$ cat config.mk
export PLATFORM = sky130hd
export DESIGN_NAME = obc_option_decoder
export DESIGN_NICKNAME = d
export VERILOG_FILES = /design/src/obc_option_decoder.v /design/src/obc_lvd_decode.v
export VERILOG_INCLUDE_DIRS = /design/src
export SDC_FILE = /design/constraint.sdc
export NUM_CORES = 1
export LEC_CHECK = 0
export ABC_AREA = 1
export BUFFER_PORTS_ARGS = -buffer_cell sky130_fd_sc_hd__buf_2
export CORE_MARGIN = 4
export CORE_UTILIZATION = 56
export DETAILED_ROUTE_END_ITERATION = 16
export MAX_ROUTING_LAYER = met4
export PLACE_DENSITY = 0.85
export SLEW_MARGIN = 25
export SYNTH_ARGS = -nofsm -noshare
export SYNTH_HDL_FRONTEND = slang
export SYNTH_SLANG_ARGS = --single-unit
$ cat constraint.sdc
create_clock -name clock -period 4.96 [get_ports clock]
set_clock_uncertainty 0.2 [all_clocks]
set_input_delay 0.496 -clock clock [delete_from_list [all_inputs] [get_ports clock]]
set_output_delay 0.496 -clock clock [all_outputs]
set_load 0.01 [all_outputs]
$ cat src/obc_defs.vh
// constants of the option byte configuration decoder
`ifndef OBC_DEFS_VH
`define OBC_DEFS_VH

// register offsets (byte addresses)
`define OBC_OFS_STATUS    8'h00
`define OBC_OFS_MASK      8'h04
`define OBC_OFS_OPT0      8'h08
`define OBC_OFS_OPT1      8'h0C
`define OBC_OFS_OPT2      8'h10
`define OBC_OFS_OPT3      8'h14
`define OBC_OFS_ERRSRC    8'h18
`define OBC_RST_MASK      2'h0
`define OBC_RESP_OKAY     2'h0
`define OBC_RESP_SLVERR   2'h2

// status / mask bits
`define OBC_ST_LOADED     0
`define OBC_ST_CFGERR     1

// option byte storage
`define OBC_OPT_BASE_PRI  17'h000C0
`define OBC_OPT_BASE_MIR  17'h010C0
`define OBC_IDX_LAST      2'h3
`define OBC_IDX_WD        0
`define OBC_IDX_LV        1
`define OBC_IDX_OSC       2
`define OBC_IDX_DBG       3

// watchdog byte fields
`define OBC_WD_IRQ        7
`define OBC_WD_WIN_HI     6
`define OBC_WD_WIN_LO     5
`define OBC_WD_RUN        4
`define OBC_WD_OVF_HI     3
`define OBC_WD_OVF_LO     1
`define OBC_WD_STBY       0
`define OBC_WIN_NONE      2'h0
`define OBC_WIN_50        2'h1
`define OBC_WIN_75        2'h2
`define OBC_WIN_100       2'h3
`define OBC_PCT_50        7'h32
`define OBC_PCT_75        7'h4B
`define OBC_PCT_100       7'h64

// low-voltage detector byte fields
`define OBC_LV_GRP_HI     7
`define OBC_LV_GRP_LO     5
`define OBC_LV_FIX        4
`define OBC_LV_LVL_HI     3
`define OBC_LV_LVL_LO     2
`define OBC_LV_MODE_HI    1
`define OBC_LV_MODE_LO    0
`define OBC_LVM_IRQ       2'h1
`define OBC_LVM_COMBO     2'h2
`define OBC_LVM_RESET     2'h3

// oscillator / flash byte fields
`define OBC_OSC_FM_HI     7
`define OBC_OSC_FM_LO     6
`define OBC_OSC_FIX_HI    5
`define OBC_OSC_FIX_LO    4
`define OBC_OSC_FIX_VAL   2'h2
`define OBC_OSC_FRQ_HI    3
`define OBC_OSC_FRQ_LO    0
`define OBC_FM_LV         2'h0
`define OBC_FM_LS         2'h2
`define OBC_FM_HS         2'h3
`define OBC_MHZ_CEIL_LV   6'h04
`define OBC_MHZ_CEIL_LS   6'h08
`define OBC_MHZ_CEIL_HS   6'h20

// debug byte fields
`define OBC_DBG_EN        7
`define OBC_DBG_KEEP      0
`define OBC_DBG_FIX_HI    6
`define OBC_DBG_FIX_LO    1
`define OBC_DBG_FIX_VAL   6'h02

`endif

$ cat src/obc_option_decoder.v
// option byte loader and decoder with its AXI4-Lite status port
// Function
// - watchdog run bit set starts the counter at reset release, else it stays stopped.
// - window field 01, 10, 11 give 50, 75, 100 percent; 00 is prohibited.
// - interval interrupt bit enables an interrupt at 75 percent plus half a period.
// - detector byte: group bits 7-5, fixed one at 4, level 3-2, mode 1-0.
// - mode 10 is combined mode: group sets lower, level sets one upper threshold.
// - reset-only mode maps group and level to one of fourteen thresholds.
// - interrupt-only mode uses the same fourteen-entry encoding as reset mode.
// - detector off when mode bit 0 and top group bit are both one.
// - flash mode 00 low-voltage, 10 low-speed, 11 high-speed; 01 prohibited.
// - frequency field maps seven codes to 32 down to 1 MHz; bits 5-4 fixed 10.
// - debug bits 7,0: 00 off, 01 prohibited, 10 erase on failure, 11 keep.
// - bytes are read and applied at every reset release before the program runs.
// - overflow field selects 2^6 up to 2^16 slow oscillator periods.
// - standby bit keeps the watchdog counting in halt and stop modes.
`timescale 1ns/10ps
`include "obc_defs.vh"

module obc_option_decoder
(
  input  wire        clock,
  input  wire        resetn,
  // option byte storage
  input  wire        bootSwapStrap,
  output wire        optRdReq,
  output reg  [16:0] optRdAddr_ff,
  input  wire        optRdAck,
  input  wire [7:0]  optRdData,
  // configuration outputs
  output reg         cfgValid_ff,
  output reg         wdRunAfterReset_ff,
  output reg  [6:0]  wdWindowPct_ff,
  output reg         wdIntervalIrqEn_ff,
  output reg  [16:0] wdOverflowPeriods_ff,
  output reg  [17:0] wdIntervalHalfPeriods_ff,
  output reg         wdCountInStandby_ff,
  output reg  [3:0]  lvModeOneHot_ff,
  output reg  [3:0]  lvLevelIdx_ff,
  output reg  [1:0]  lvLowerIdx_ff,
  output reg  [1:0]  lvUpperIdx_ff,
  output reg  [2:0]  flashModeOneHot_ff,
  output reg  [5:0]  oscFreqMhz_ff,
  output reg         debugEnable_ff,
  output reg         debugEraseOnFail_ff,
  output reg         cfgError_ff,
  output wire        irqOut,
  // AXI4-Lite slave
  input  wire [7:0]  s_axi_awaddr,
  input  wire        s_axi_awvalid,
  output wire        s_axi_awready,
  input  wire [31:0] s_axi_wdata,
  input  wire [3:0]  s_axi_wstrb,
  input  wire        s_axi_wvalid,
  output wire        s_axi_wready,
  output reg  [1:0]  s_axi_bresp,
  output reg         s_axi_bvalid,
  input  wire        s_axi_bready,
  input  wire [7:0]  s_axi_araddr,
  input  wire        s_axi_arvalid,
  output wire        s_axi_arready,
  output reg  [31:0] s_axi_rdata,
  output reg  [1:0]  s_axi_rresp,
  output reg         s_axi_rvalid,
  input  wire        s_axi_rready
);

  // --------------------------------------------------------------------
  // loader state machine
  // --------------------------------------------------------------------
  localparam ST_CAPTURE = 4'b0001;
  localparam ST_FETCH   = 4'b0010;
  localparam ST_APPLY   = 4'b0100;
  localparam ST_DONE    = 4'b1000;

  reg  [3:0]  state_ff;
  reg  [3:0]  nxt_state;
  reg  [1:0]  byteIdx_ff;
  reg  [1:0]  nxt_byteIdx;
  reg         mirror_ff;
  reg  [7:0]  optByte_ff [0:3];
  wire [16:0] optBase;

  // the swap only exchanges contents, so either bank decodes alike
  assign optBase  = mirror_ff ? `OBC_OPT_BASE_MIR : `OBC_OPT_BASE_PRI;
  assign optRdReq = state_ff[1];

  always @*
  begin
    nxt_state   = state_ff;
    nxt_byteIdx = byteIdx_ff;
    case (state_ff)
      ST_CAPTURE:
      begin
        nxt_state   = ST_FETCH;
        nxt_byteIdx = 2'h0;
      end
      ST_FETCH:
      begin
        if (optRdAck)
        begin
          nxt_byteIdx = byteIdx_ff + 2'h1;
          if (byteIdx_ff == `OBC_IDX_LAST)
          begin
            nxt_state = ST_APPLY;
          end
        end
      end
      ST_APPLY:
      begin
        nxt_state = ST_DONE;
      end
      ST_DONE:
      begin
        // nothing reloads until the next reset; software has no path here
        nxt_state = ST_DONE;
      end
      default:
      begin
        nxt_state = ST_CAPTURE;
      end
    endcase
  end

  always @(posedge clock or negedge resetn)
  begin
    if (!resetn)
    begin
      state_ff     <= ST_CAPTURE;
      byteIdx_ff   <= 2'h0;
      mirror_ff    <= 1'b0;
      optRdAddr_ff <= `OBC_OPT_BASE_PRI;
    end
    else
    begin
      state_ff   <= nxt_state;
      byteIdx_ff <= nxt_byteIdx;
      if (state_ff[0])
      begin
        // strap caught on the first edge after release
        mirror_ff    <= bootSwapStrap;
        optRdAddr_ff <= bootSwapStrap ? `OBC_OPT_BASE_MIR : `OBC_OPT_BASE_PRI;
      end
      else
      begin
        optRdAddr_ff <= optBase + {15'h0000, nxt_byteIdx};
      end
    end
  end

  // --------------------------------------------------------------------
  // option byte storage
  // --------------------------------------------------------------------
  genvar gi;
  generate
    for (gi = 0; gi < 4; gi = gi + 1)
    begin : g_byte
      always @(posedge clock or negedge resetn)
      begin
        if (!resetn)
        begin
          optByte_ff[gi] <= 8'h00;
        end
        else if (state_ff[1] && optRdAck && (byteIdx_ff == gi))
        begin
          optByte_ff[gi] <= optRdData;
        end
      end
    end
  endgenerate

  // --------------------------------------------------------------------
  // field decode
  // --------------------------------------------------------------------
  wire [7:0] wdByte  = optByte_ff[`OBC_IDX_WD];
  wire [7:0] lvByte  = optByte_ff[`OBC_IDX_LV];
  wire [7:0] oscByte = optByte_ff[`OBC_IDX_OSC];
  wire [7:0] dbgByte = optByte_ff[`OBC_IDX_DBG];

  wire [3:0] nxt_lvModeOneHot;
  wire [3:0] nxt_lvLevelIdx;
  wire [1:0] nxt_lvLowerIdx;
  wire [1:0] nxt_lvUpperIdx;
  wire       lvProhibited;

  obc_lvd_decode u_lvd
  (
    .lvByte       (lvByte),
    .lvModeOneHot (nxt_lvModeOneHot),
    .lvLevelIdx   (nxt_lvLevelIdx),
    .lvLowerIdx   (nxt_lvLowerIdx),
    .lvUpperIdx   (nxt_lvUpperIdx),
    .lvProhibited (lvProhibited)
  );

  reg  [6:0]  nxt_wdWindowPct;
  reg  [4:0]  ovfExp;
  reg  [2:0]  nxt_flashMode;
  reg  [5:0]  nxt_oscFreqMhz;
  reg  [5:0]  mhzCeiling;
  reg  [4:0]  nxt_errSrc;
  wire [16:0] nxt_wdOverflow;
  wire [16:0] intervalPeriods;

  // the half period is added on apply, as the low one bit of a half-period count
  assign nxt_wdOverflow  = 17'h00001 << ovfExp;
  assign intervalPeriods = (nxt_wdOverflow >> 2) + (nxt_wdOverflow >> 1);

  always @*
  begin
    nxt_errSrc = 5'h00;
    case (wdByte[`OBC_WD_WIN_HI:`OBC_WD_WIN_LO])
      `OBC_WIN_50:  nxt_wdWindowPct = `OBC_PCT_50;
      `OBC_WIN_75:  nxt_wdWindowPct = `OBC_PCT_75;
      `OBC_WIN_100: nxt_wdWindowPct = `OBC_PCT_100;
      default:
      begin
        nxt_wdWindowPct = 7'h00;
        nxt_errSrc[`OBC_IDX_WD] = 1'b1;
      end
    endcase
    case (wdByte[`OBC_WD_OVF_HI:`OBC_WD_OVF_LO])
      3'h0:    ovfExp = 5'h06;
      3'h1:    ovfExp = 5'h07;
      3'h2:    ovfExp = 5'h08;
      3'h3:    ovfExp = 5'h09;
      3'h4:    ovfExp = 5'h0B;
      3'h5:    ovfExp = 5'h0D;
      3'h6:    ovfExp = 5'h0E;
      default: ovfExp = 5'h10;
    endcase
    nxt_errSrc[`OBC_IDX_LV] = lvProhibited;
    case (oscByte[`OBC_OSC_FM_HI:`OBC_OSC_FM_LO])
      `OBC_FM_LV:
      begin
        nxt_flashMode = 3'b001;
        mhzCeiling    = `OBC_MHZ_CEIL_LV;
      end
      `OBC_FM_LS:
      begin
        nxt_flashMode = 3'b010;
        mhzCeiling    = `OBC_MHZ_CEIL_LS;
      end
      `OBC_FM_HS:
      begin
        nxt_flashMode = 3'b100;
        mhzCeiling    = `OBC_MHZ_CEIL_HS;
      end
      default:
      begin
        nxt_flashMode = 3'b000;
        mhzCeiling    = 6'h00;
        nxt_errSrc[`OBC_IDX_OSC] = 1'b1;
      end
    endcase
    case (oscByte[`OBC_OSC_FRQ_HI:`OBC_OSC_FRQ_LO])
      4'h8:    nxt_oscFreqMhz = 6'h20;
      4'h0:    nxt_oscFreqMhz = 6'h18;
      4'h9:    nxt_oscFreqMhz = 6'h10;
      4'h1:    nxt_oscFreqMhz = 6'h0C;
      4'hA:    nxt_oscFreqMhz = 6'h08;
      4'hB:    nxt_oscFreqMhz = 6'h04;
      4'hD:    nxt_oscFreqMhz = 6'h01;
      default:
      begin
        nxt_oscFreqMhz = 6'h00;
        nxt_errSrc[`OBC_IDX_OSC] = 1'b1;
      end
    endcase
    if (oscByte[`OBC_OSC_FIX_HI:`OBC_OSC_FIX_LO] != `OBC_OSC_FIX_VAL)
    begin
      nxt_errSrc[`OBC_IDX_OSC] = 1'b1;
    end
    // flagged only; the clock generator is not held back by it
    if (nxt_oscFreqMhz > mhzCeiling)
    begin
      nxt_errSrc[4] = 1'b1;
    end
    if ((dbgByte[`OBC_DBG_FIX_HI:`OBC_DBG_FIX_LO] != `OBC_DBG_FIX_VAL) ||
        (!dbgByte[`OBC_DBG_EN] && dbgByte[`OBC_DBG_KEEP]))
    begin
      nxt_errSrc[`OBC_IDX_DBG] = 1'b1;
    end
  end

  // --------------------------------------------------------------------
  // configuration outputs, applied once per reset
  // --------------------------------------------------------------------
  reg  [4:0] errSrc_ff;

  always @(posedge clock or negedge resetn)
  begin
    if (!resetn)
    begin
      // safe defaults until the bytes are in: watchdog stopped, debug off
      cfgValid_ff              <= 1'b0;
      wdRunAfterReset_ff       <= 1'b0;
      wdWindowPct_ff           <= 7'h00;
      wdIntervalIrqEn_ff       <= 1'b0;
      wdOverflowPeriods_ff     <= 17'h00000;
      wdIntervalHalfPeriods_ff <= 18'h00000;
      wdCountInStandby_ff      <= 1'b0;
      lvModeOneHot_ff          <= 4'h0;
      lvLevelIdx_ff            <= 4'h0;
      lvLowerIdx_ff            <= 2'h0;
      lvUpperIdx_ff            <= 2'h0;
      flashModeOneHot_ff       <= 3'h0;
      oscFreqMhz_ff            <= 6'h00;
      debugEnable_ff           <= 1'b0;
      debugEraseOnFail_ff      <= 1'b0;
      cfgError_ff              <= 1'b0;
      errSrc_ff                <= 5'h00;
    end
    else if (state_ff[2])
    begin
      cfgValid_ff              <= 1'b1;
      wdRunAfterReset_ff       <= wdByte[`OBC_WD_RUN];
      wdWindowPct_ff           <= nxt_wdWindowPct;
      wdIntervalIrqEn_ff       <= wdByte[`OBC_WD_IRQ];
      wdOverflowPeriods_ff     <= nxt_wdOverflow;
      wdIntervalHalfPeriods_ff <= {intervalPeriods, 1'b1};
      wdCountInStandby_ff      <= wdByte[`OBC_WD_STBY];
      lvModeOneHot_ff          <= nxt_lvModeOneHot;
      lvLevelIdx_ff            <= nxt_lvLevelIdx;
      lvLowerIdx_ff            <= nxt_lvLowerIdx;
      lvUpperIdx_ff            <= nxt_lvUpperIdx;
      flashModeOneHot_ff       <= nxt_flashMode;
      oscFreqMhz_ff            <= nxt_oscFreqMhz;
      debugEnable_ff           <= dbgByte[`OBC_DBG_EN];
      debugEraseOnFail_ff      <= dbgByte[`OBC_DBG_EN] & ~dbgByte[`OBC_DBG_KEEP];
      cfgError_ff              <= |nxt_errSrc[3:0];
      errSrc_ff                <= nxt_errSrc;
    end
  end

  // --------------------------------------------------------------------
  // status, mask and interrupt
  // --------------------------------------------------------------------
  reg  [1:0] status_ff;
  reg  [1:0] mask_ff;
  wire [1:0] statusSet;
  wire [1:0] statusClr;
  wire       wrTake;
  wire [7:0] wrAddr;

  assign statusSet = {state_ff[2] & (|nxt_errSrc[3:0]), state_ff[2]};
  assign statusClr = (wrTake && wrAddr == `OBC_OFS_STATUS && s_axi_wstrb[0]) ?
                     s_axi_wdata[1:0] : 2'h0;
  assign irqOut    = |(status_ff & mask_ff);

  always @(posedge clock or negedge resetn)
  begin
    if (!resetn)
    begin
      status_ff <= 2'h0;
      mask_ff   <= `OBC_RST_MASK;
    end
    else
    begin
      // a set in the same cycle as its clear wins
      status_ff <= (status_ff & ~statusClr) | statusSet;
      if (wrTake && wrAddr == `OBC_OFS_MASK && s_axi_wstrb[0])
      begin
        mask_ff <= s_axi_wdata[1:0];
      end
    end
  end

  // --------------------------------------------------------------------
  // AXI4-Lite slave
  // --------------------------------------------------------------------
  reg  [31:0] rdMux;
  reg         rdHit;
  wire        rdTake;
  wire [7:0]  rdAddr;
  wire        wrHit;

  // address and data are taken together in one cycle
  assign wrTake        = s_axi_awvalid & s_axi_wvalid & ~s_axi_bvalid;
  assign s_axi_awready = wrTake;
  assign s_axi_wready  = wrTake;
  assign wrAddr        = {s_axi_awaddr[7:2], 2'b00};
  assign wrHit         = (wrAddr <= `OBC_OFS_ERRSRC);
  assign rdTake        = s_axi_arvalid & ~s_axi_rvalid;
  assign s_axi_arready = ~s_axi_rvalid;
  assign rdAddr        = {s_axi_araddr[7:2], 2'b00};

  always @*
  begin
    rdMux = 32'h00000000;
    rdHit = 1'b1;
    case (rdAddr)
      `OBC_OFS_STATUS: rdMux = {30'h00000000, status_ff};
      `OBC_OFS_MASK:   rdMux = {30'h00000000, mask_ff};
      `OBC_OFS_OPT0:   rdMux = {24'h000000, optByte_ff[0]};
      `OBC_OFS_OPT1:   rdMux = {24'h000000, optByte_ff[1]};
      `OBC_OFS_OPT2:   rdMux = {24'h000000, optByte_ff[2]};
      `OBC_OFS_OPT3:   rdMux = {24'h000000, optByte_ff[3]};
      `OBC_OFS_ERRSRC: rdMux = {27'h0000000, errSrc_ff};
      default:         rdHit = 1'b0;
    endcase
  end

  always @(posedge clock or negedge resetn)
  begin
    if (!resetn)
    begin
      s_axi_bvalid <= 1'b0;
      s_axi_bresp  <= `OBC_RESP_OKAY;
      s_axi_rvalid <= 1'b0;
      s_axi_rresp  <= `OBC_RESP_OKAY;
      s_axi_rdata  <= 32'h00000000;
    end
    else
    begin
      if (wrTake)
      begin
        s_axi_bvalid <= 1'b1;
        s_axi_bresp  <= wrHit ? `OBC_RESP_OKAY : `OBC_RESP_SLVERR;
      end
      else if (s_axi_bready)
      begin
        s_axi_bvalid <= 1'b0;
      end
      if (rdTake)
      begin
        s_axi_rvalid <= 1'b1;
        s_axi_rdata  <= rdMux;
        s_axi_rresp  <= rdHit ? `OBC_RESP_OKAY : `OBC_RESP_SLVERR;
      end
      else if (s_axi_rready)
      begin
        s_axi_rvalid <= 1'b0;
      end
    end
  end

endmodule // obc_option_decoder

$ cat src/obc_lvd_decode.v
// low-voltage detector option byte decoder
`timescale 1ns/10ps
`include "obc_defs.vh"

module obc_lvd_decode
(
  input  wire [7:0] lvByte,
  output reg  [3:0] lvModeOneHot,
  output reg  [3:0] lvLevelIdx,
  output reg  [1:0] lvLowerIdx,
  output reg  [1:0] lvUpperIdx,
  output reg        lvProhibited
);

  wire [2:0] grp  = lvByte[`OBC_LV_GRP_HI:`OBC_LV_GRP_LO];
  wire [1:0] lvl  = lvByte[`OBC_LV_LVL_HI:`OBC_LV_LVL_LO];
  wire [1:0] mode = lvByte[`OBC_LV_MODE_HI:`OBC_LV_MODE_LO];

  // modeOneHot: [0] off, [1] reset only, [2] interrupt only, [3] combined
  always @*
  begin
    lvModeOneHot = 4'h0;
    lvLevelIdx   = 4'h0;
    lvLowerIdx   = grp[1:0];
    lvUpperIdx   = 2'h0;
    lvProhibited = 1'b0;
    if (mode[0] && grp[2])
    begin
      lvModeOneHot = 4'h1;
    end
    else if (mode == `OBC_LVM_COMBO)
    begin
      lvModeOneHot = 4'h8;
      lvProhibited = grp[2] | ~lvByte[`OBC_LV_FIX];
      case (lvl)
        2'h2:    lvUpperIdx = 2'h0;
        2'h1:    lvUpperIdx = 2'h1;
        2'h0:    lvUpperIdx = 2'h2;
        default: lvProhibited = 1'b1;
      endcase
    end
    else if (mode[0])
    begin
      // index runs from the lowest threshold upward
      lvModeOneHot = (mode == `OBC_LVM_RESET) ? 4'h2 : 4'h4;
      lvProhibited = ~lvByte[`OBC_LV_FIX];
      case ({grp, lvl})
        5'h03:   lvLevelIdx = 4'h0;
        5'h02:   lvLevelIdx = 4'h1;
        5'h07:   lvLevelIdx = 4'h2;
        5'h06:   lvLevelIdx = 4'h3;
        5'h05:   lvLevelIdx = 4'h4;
        5'h0B:   lvLevelIdx = 4'h5;
        5'h0A:   lvLevelIdx = 4'h6;
        5'h09:   lvLevelIdx = 4'h7;
        5'h0F:   lvLevelIdx = 4'h8;
        5'h0E:   lvLevelIdx = 4'h9;
        5'h0D:   lvLevelIdx = 4'hA;
        5'h04:   lvLevelIdx = 4'hB;
        5'h08:   lvLevelIdx = 4'hC;
        5'h0C:   lvLevelIdx = 4'hD;
        default: lvProhibited = 1'b1;
      endcase
    end
    else
    begin
      lvProhibited = 1'b1;
    end
  end

endmodule // obc_lvd_decode

Yosys cells after proc, flatten, opt, wreduce, memory -nomap -nowiden

Cells that the tools add are included.

Register bits: 173
Input bits: 69
Output and inout port bits: 130
Word-level logic and storage cells: 181

Add/sub/neg operators: 3
Magnitude comparators: 2
Equality and inequality tests: 53
Shift operators: 1
Multiplexer cells: 44
Bitwise logic cells: 14
Reduce and logical (&&, ||, !) cells: 32

Operators with widths:

| kind                   | number |
|---|---|
| $pmux W8 S7            | 1 |
| $pmux W4 S13           | 1 |
| $pmux W6 S7            | 1 |
| $eq A5 B4 Y1 const B   | 8 |
| $pmux W5 S7            | 1 |
| $mux W4                | 8 |
| $mux W13               | 2 |
| $eq A4 B4 Y1 const B   | 6 |
| $pmux W7 S3            | 1 |
| $eq A5 B3 Y1 const B   | 4 |
| $eq A2 B2 Y1 const B   | 9 |
| $eq A6 B3 Y1 const B   | 3 |
| $pmux W6 S3            | 1 |
| $add A15 B16 Y17       | 1 |
| $shl A1 B5 Y17 const A | 1 |
| $logic_not A8 Y1       | 2 |
| $mux W1                | 16 |
| $add A13 B2 Y14        | 1 |
| $mux W14               | 1 |
| $reduce_or A14 Y1      | 1 |
| $reduce_or A7 Y1       | 2 |
| $eq A6 B1 Y1 const B   | 2 |
| $eq A6 B2 Y1 const B   | 2 |
| $mux W2                | 6 |
| other kinds (34)       | 68 |

Longest topological paths before layout

Depth after elaboration: 9
Gate-level depth with buffers: 13
Mapped depth without buffers: 13

By module

From an unflattened synthesis, not the netlist that was laid out.

Cells, all modules: 874
Area total of the unflattened synthesis: 6,880.3 um2

By module, submodules not included:

| module             | times used | cells each | area an instance (um2) | sequential area each (um2) |
|---|---|---|---|---|
| obc_option_decoder | 1          | 809        | 6,540.0                | 3,254.4 |
| obc_lvd_decode     | 1          | 65         | 340.3                  | 0.0 |

Least setup slack after synthesis

Ideal clock, no wire load.

Kind: register to register
From: reg optByte_ff, in the netlist wdByte[3]
To: reg wdIntervalHalfPeriods_ff[13]
Library setup time: 118 ps
Arrival time: 1,718 ps
Data required time: 4,642 ps
Path slack: 2,924 ps
Stages on the path, launching flop included: 12
Path buffers: 1
Period minus slack after synthesis: 2,036 ps
Cells stage by stage: dfrtp_1 buf_2 nor3_1 ha_1 nand2_1 inv_1 a21oi_1 nand2_1 nand2_1 nand3_1 nand3_1 nand2_1

Longest elaborated chain between the ends: 4
Elaborated cells on any way between the ends: 10
Classes of those cells: 1 x add/sub; 6 x eq/ne; 1 x shift; 1 x mux; 1 x reduce/logical

RTL lines:

| element                              | line                     | source |
|---|---|---|
| from (decl)                          | obc_option_decoder.v:81  | `reg [7:0] optByte_ff [0:3];` |
| from (signal, indexed assignment)    | obc_option_decoder.v:166 | `optByte_ff[gi] <= optRdData;` |
| $eq A3 B3 Y1 (tied with other cells) | obc_option_decoder.v:222 | `` case (wdByte[`OBC_WD_OVF_HI:`OBC_WD_OVF_LO]) `` |
| $pmux W5 S7 (*)                      | obc_option_decoder.v:222 |  |
| $shl A1 B5 Y17 (*)                   | obc_option_decoder.v:206 | `assign nxt_wdOverflow = 17'h00001 << ovfExp;` |
| via nxt_wdOverflow[9]                | obc_option_decoder.v:202 | `wire [16:0] nxt_wdOverflow;` |
| $add A15 B16 Y17 (*)                 | obc_option_decoder.v:207 | `assign intervalPeriods = (nxt_wdOverflow >> 2) + (nxt_wdOverflow >> 1);` |
| to (signal assigned)                 | obc_option_decoder.v:321 | `wdIntervalHalfPeriods_ff <= {intervalPeriods, 1'b1};` |
| to (decl)                            | obc_option_decoder.v:36  | `output reg [17:0] wdIntervalHalfPeriods_ff,` |

The timed path passes the listed nets; every way through them passes the cells marked *.
A chain may end at the register's enable or synchronous reset.

Worst setup path in the final report

From: reg optByte_ff, in the netlist wdByte[2]
To: reg wdIntervalHalfPeriods_ff[15]

Same word-level chain as after synthesis.

==> reports/results.tsv <==
stage	metric	value	unit
status	status	finished clean	
worst_setup_path	critical_path_class	flop to flop	
power_and_ir_drop	power.density	547	mW/mm^2
cts	clkTransAtPathRegs	0.06	ns
sta	fin_crit	2.57	ns
power_and_ir_drop	ir_drop	0.000338	V
floorplan	coreArea	0.0120	mm^2
logic_synthesis	netlist_area	0.00683	mm^2
cts	max-clock-path-buffers	2	
global_route	grt_pass1_wl	27400	um
logic_synthesis	synthArstFlopShare	1.00	
logic_synthesis	synth_cell_types	41	
hold_path	hold_class	input pin to flop	
layout	fin_nets	1095	
floorplan	start_util	0.571	
drt	met2_wirelength	8170	um
global_route	track_usage	0.246	
worst_setup_path	arrival	2.67	ns
global_route	antenna_found_initial	0	
power_and_ir_drop	p_total	4.42	mW
cts	postCtsSetupBuffers	0	
logic_synthesis	synthAdderAreaFrac	0.0488	
sta	tightest_slew	0.759	ns
drt	top_layer_used	met4	
logic_synthesis	synthXorXnorAreaFrac	0.00770	
logic_synthesis	synthCells	868	
logic_synthesis	syn_area_per_cell	7.86	um^2
run	cap_viol_max_count	0	
worst_setup_path	path_max_fanout	7	
drt	drtPass1Iterations	5	
global_route	grt_max_degree	79	
logic_synthesis	synth_compound_area_frac	0.0849	
floorplan	die_w	118	um
placed_design	dp_hpwl	11600	um
logic_synthesis	synth_top_family_by_area	simple AND/OR/NAND/NOR gates	
floorplan	die-area	0.0140	mm^2
cts	cts_hold_buf	1	
drt	detail_route.wl_per_cell	14.0	um
power_and_ir_drop	p_leak	4.58	nW
logic_synthesis	synth_edf_count	0	
logic_synthesis	synth-seq-cells	129	
cts	cts_tree	built	
drt	route.detailed.drc	0	
floorplan	num_rows	40	
cts	htree_levels	4	
drt	vias	6013	
floorplan	ios	199	
sta	slew_headroom	0.494	
layout	num_antenna_cells	0	
logic_synthesis	synth-simple-area-share	0.266	
global_route	grt_pass1_vias	5857	
worst_setup_path	cp-start-kind	flop	
sta	hold_viol	0	
logic_synthesis	ys_seq_area_frac	0.473	
worst_setup_path	critical_path_required	5.06	ns
sta	clock.fmax	389	MHz
drt	wl	16200	um
sta	finalSetupViolCount	0	
sta	finalCritPeriodShare	0.518	
worst_setup_path	reg2reg_from	wdByte[2]	
hold_path	hold_path_startpoint	s_axi_bready	
layout	areaGrowthSynthToFinish	18.3	%
cts	ctsResizeCount	0	
logic_synthesis	synth_mux_area_frac	0.00312	
sta	tns	0	ns
placed_design	numPortBuffers	120	
logic_synthesis	yosysWarningCount	0	
sta	rsz0062_at_grt	false	
layout	fin_util	0.675	
floorplan	die_y	118	um
drt	via_per_inst	5.18	
drt	drt-met1-wl	6650	um
logic_synthesis	ys.flop_type	dfrtp_1	
global_route	overflow	0	
drt	drtIter0Drc	442	
layout	drive_gt1_frac	0.175	
placed_design	globalplace.congestion	0.923	
drt	met3_length	958	um
cts	cts.sinks	129	
sta	maxSlewViolCount	0	
worst_setup_path	crit_start	wdByte[2]	
cts	cts_root_buf	clkbuf_16	
drt	ant_nets	0	
cts	insertion_delay	0.42	ns
worst_setup_path	endpoint_kind	flop	
cts	numCtsBuffers	17	
-- cell usage after synthesis, drive strengths merged, types with 2 or more instances --
master / n / area [um^2]
nand2: 287 / 1080
dfrtp: 128 / 3200
inv: 96 / 360
o21ai: 78 / 394
nor2: 60 / 245
buf: 55 / 383
nand3: 51 / 270
ha: 25 / 313
a21oi: 21 / 109
nor3: 14 / 92.6
clkbuf: 12 / 45.0
nand4: 12 / 75.1
xnor2: 6 / 52.6
a22o: 2 / 17.5
conb: 2 / 7.51
nand3b: 2 / 15.0
nor4: 2 / 12.5
o22ai: 2 / 12.5
or2: 2 / 12.5
-- through the flow --
stage,setup slack [ns],area (um^2),std cells,hold WS (ns)
CTS,2.48,8080,1160,0.0422
global route,2.25,8080,1160,0.0444
floorplan,2.92,7030,923,0.000409
detailed placement,2.58,7420,1127,0.253
global placement,2.64,7420,1127,0.248
finish,2.39,8080,1160,0.0479
-- report_power, final --
part           internal [mW]  switching, mW
Clock                  0.916          0.443
Combinational          0.515          0.840
Sequential              1.38          0.319
Total                   2.81           1.60
-- area by class of cell --
type / count / area (um^2)
Inverter: 96 / 360
Sequential cell: 129 / 3230
Clock inverter: 10 / 181
Timing Repair Buffer: 125 / 643
Multi-Input combinational cell: 631 / 3020
Clock buffer: 22 / 464
Fill cell: 986 / 3880
Tap cell: 147 / 184
-- kinds of logic after synthesis --
kind of cell | after synthesis
multiplexers | 2
adder cells (fa/ha/maj) | 26
other | 2
AND/OR/NAND/NOR | 431
AO/OA/AOI/OAI | 109
XOR/XNOR | 6
buffers and inverters | 163
flip-flops | 129
-- layer usage --
layer | vias to the layer above | track usage
met4 | 0 | 0.0883
met1 | 2826 | 0.302
li1 | 2918 | -
met3 | 49 | 0.0536
met2 | 220 | 0.406
met5 | - | -
-- state kept, by name, indices dropped and copies added (netlist names), 6 cells and up --
signal and count:
wdIntervalHalfPeriods_ff 17, wdOverflowPeriods_ff 17, dbgByte 8, lvByte 8, oscByte 8, s_axi_rdata 8, wdByte 8, wdWindowPct_ff 6
-- critical path: stages (launching register included) --
cell and delay (ns):
dfrtp_1 0.47, inv_1 0.11, nor3_1 0.37, ha_1 0.37, nand2_1 0.09, nand2_1 0.09, a21oi_1 0.30, nor2_1 0.07
nor2_1 0.13, nand3_1 0.11, nand2_1 0.09, nand2_1 0.05
-- layout by cell type (no fill, tap or decap), drive strengths merged --
| master | instances |
|---|---|
| nand2 | 287 |
| dfrtp | 128 |
| buf | 124 |
| inv | 96 |
| o21ai | 78 |
| nor2 | 60 |
| conb | 57 |
| nand3 | 51 |
| ha | 25 |
| clkbuf | 22 |
| a21oi | 21 |
| nor3 | 14 |
| nand4 | 12 |
| xnor2 | 6 |
| bufinv | 5 |
| clkinv | 4 |
| or2 | 2 |
| o22ai | 2 |
| a22o | 2 |
| nor4 | 2 |
| nand3b | 2 |
| o211ai | 1 |
| mux2 | 1 |
| a21boi | 1 |
| o31ai | 1 |
| mux2i | 1 |
| a31oi | 1 |
| o311a | 1 |
| a21o | 1 |
| nor3b | 1 |
| fa | 1 |
| clkinvlp | 1 |
| dlygate4sd3 | 1 |
| dfstp | 1 |
-- path summary, 6_finish.rpt --
check                                          endpoint  slack [ns]  cells after the start
setup / recovery           wdIntervalHalfPeriods_ff[15]        2.39                     11
hold / removal                             s_axi_bvalid        0.05                      2
setup reg to reg           wdIntervalHalfPeriods_ff[15]        2.39                     11
hold reg to reg                       wdWindowPct_ff[4]        0.26                      2
max in group asynchronous                   state_ff[0]        3.05                      3
min in group asynchronous                  s_axi_bvalid        0.47                      2
Note: power is estimated with default switching activity, not from simulation.
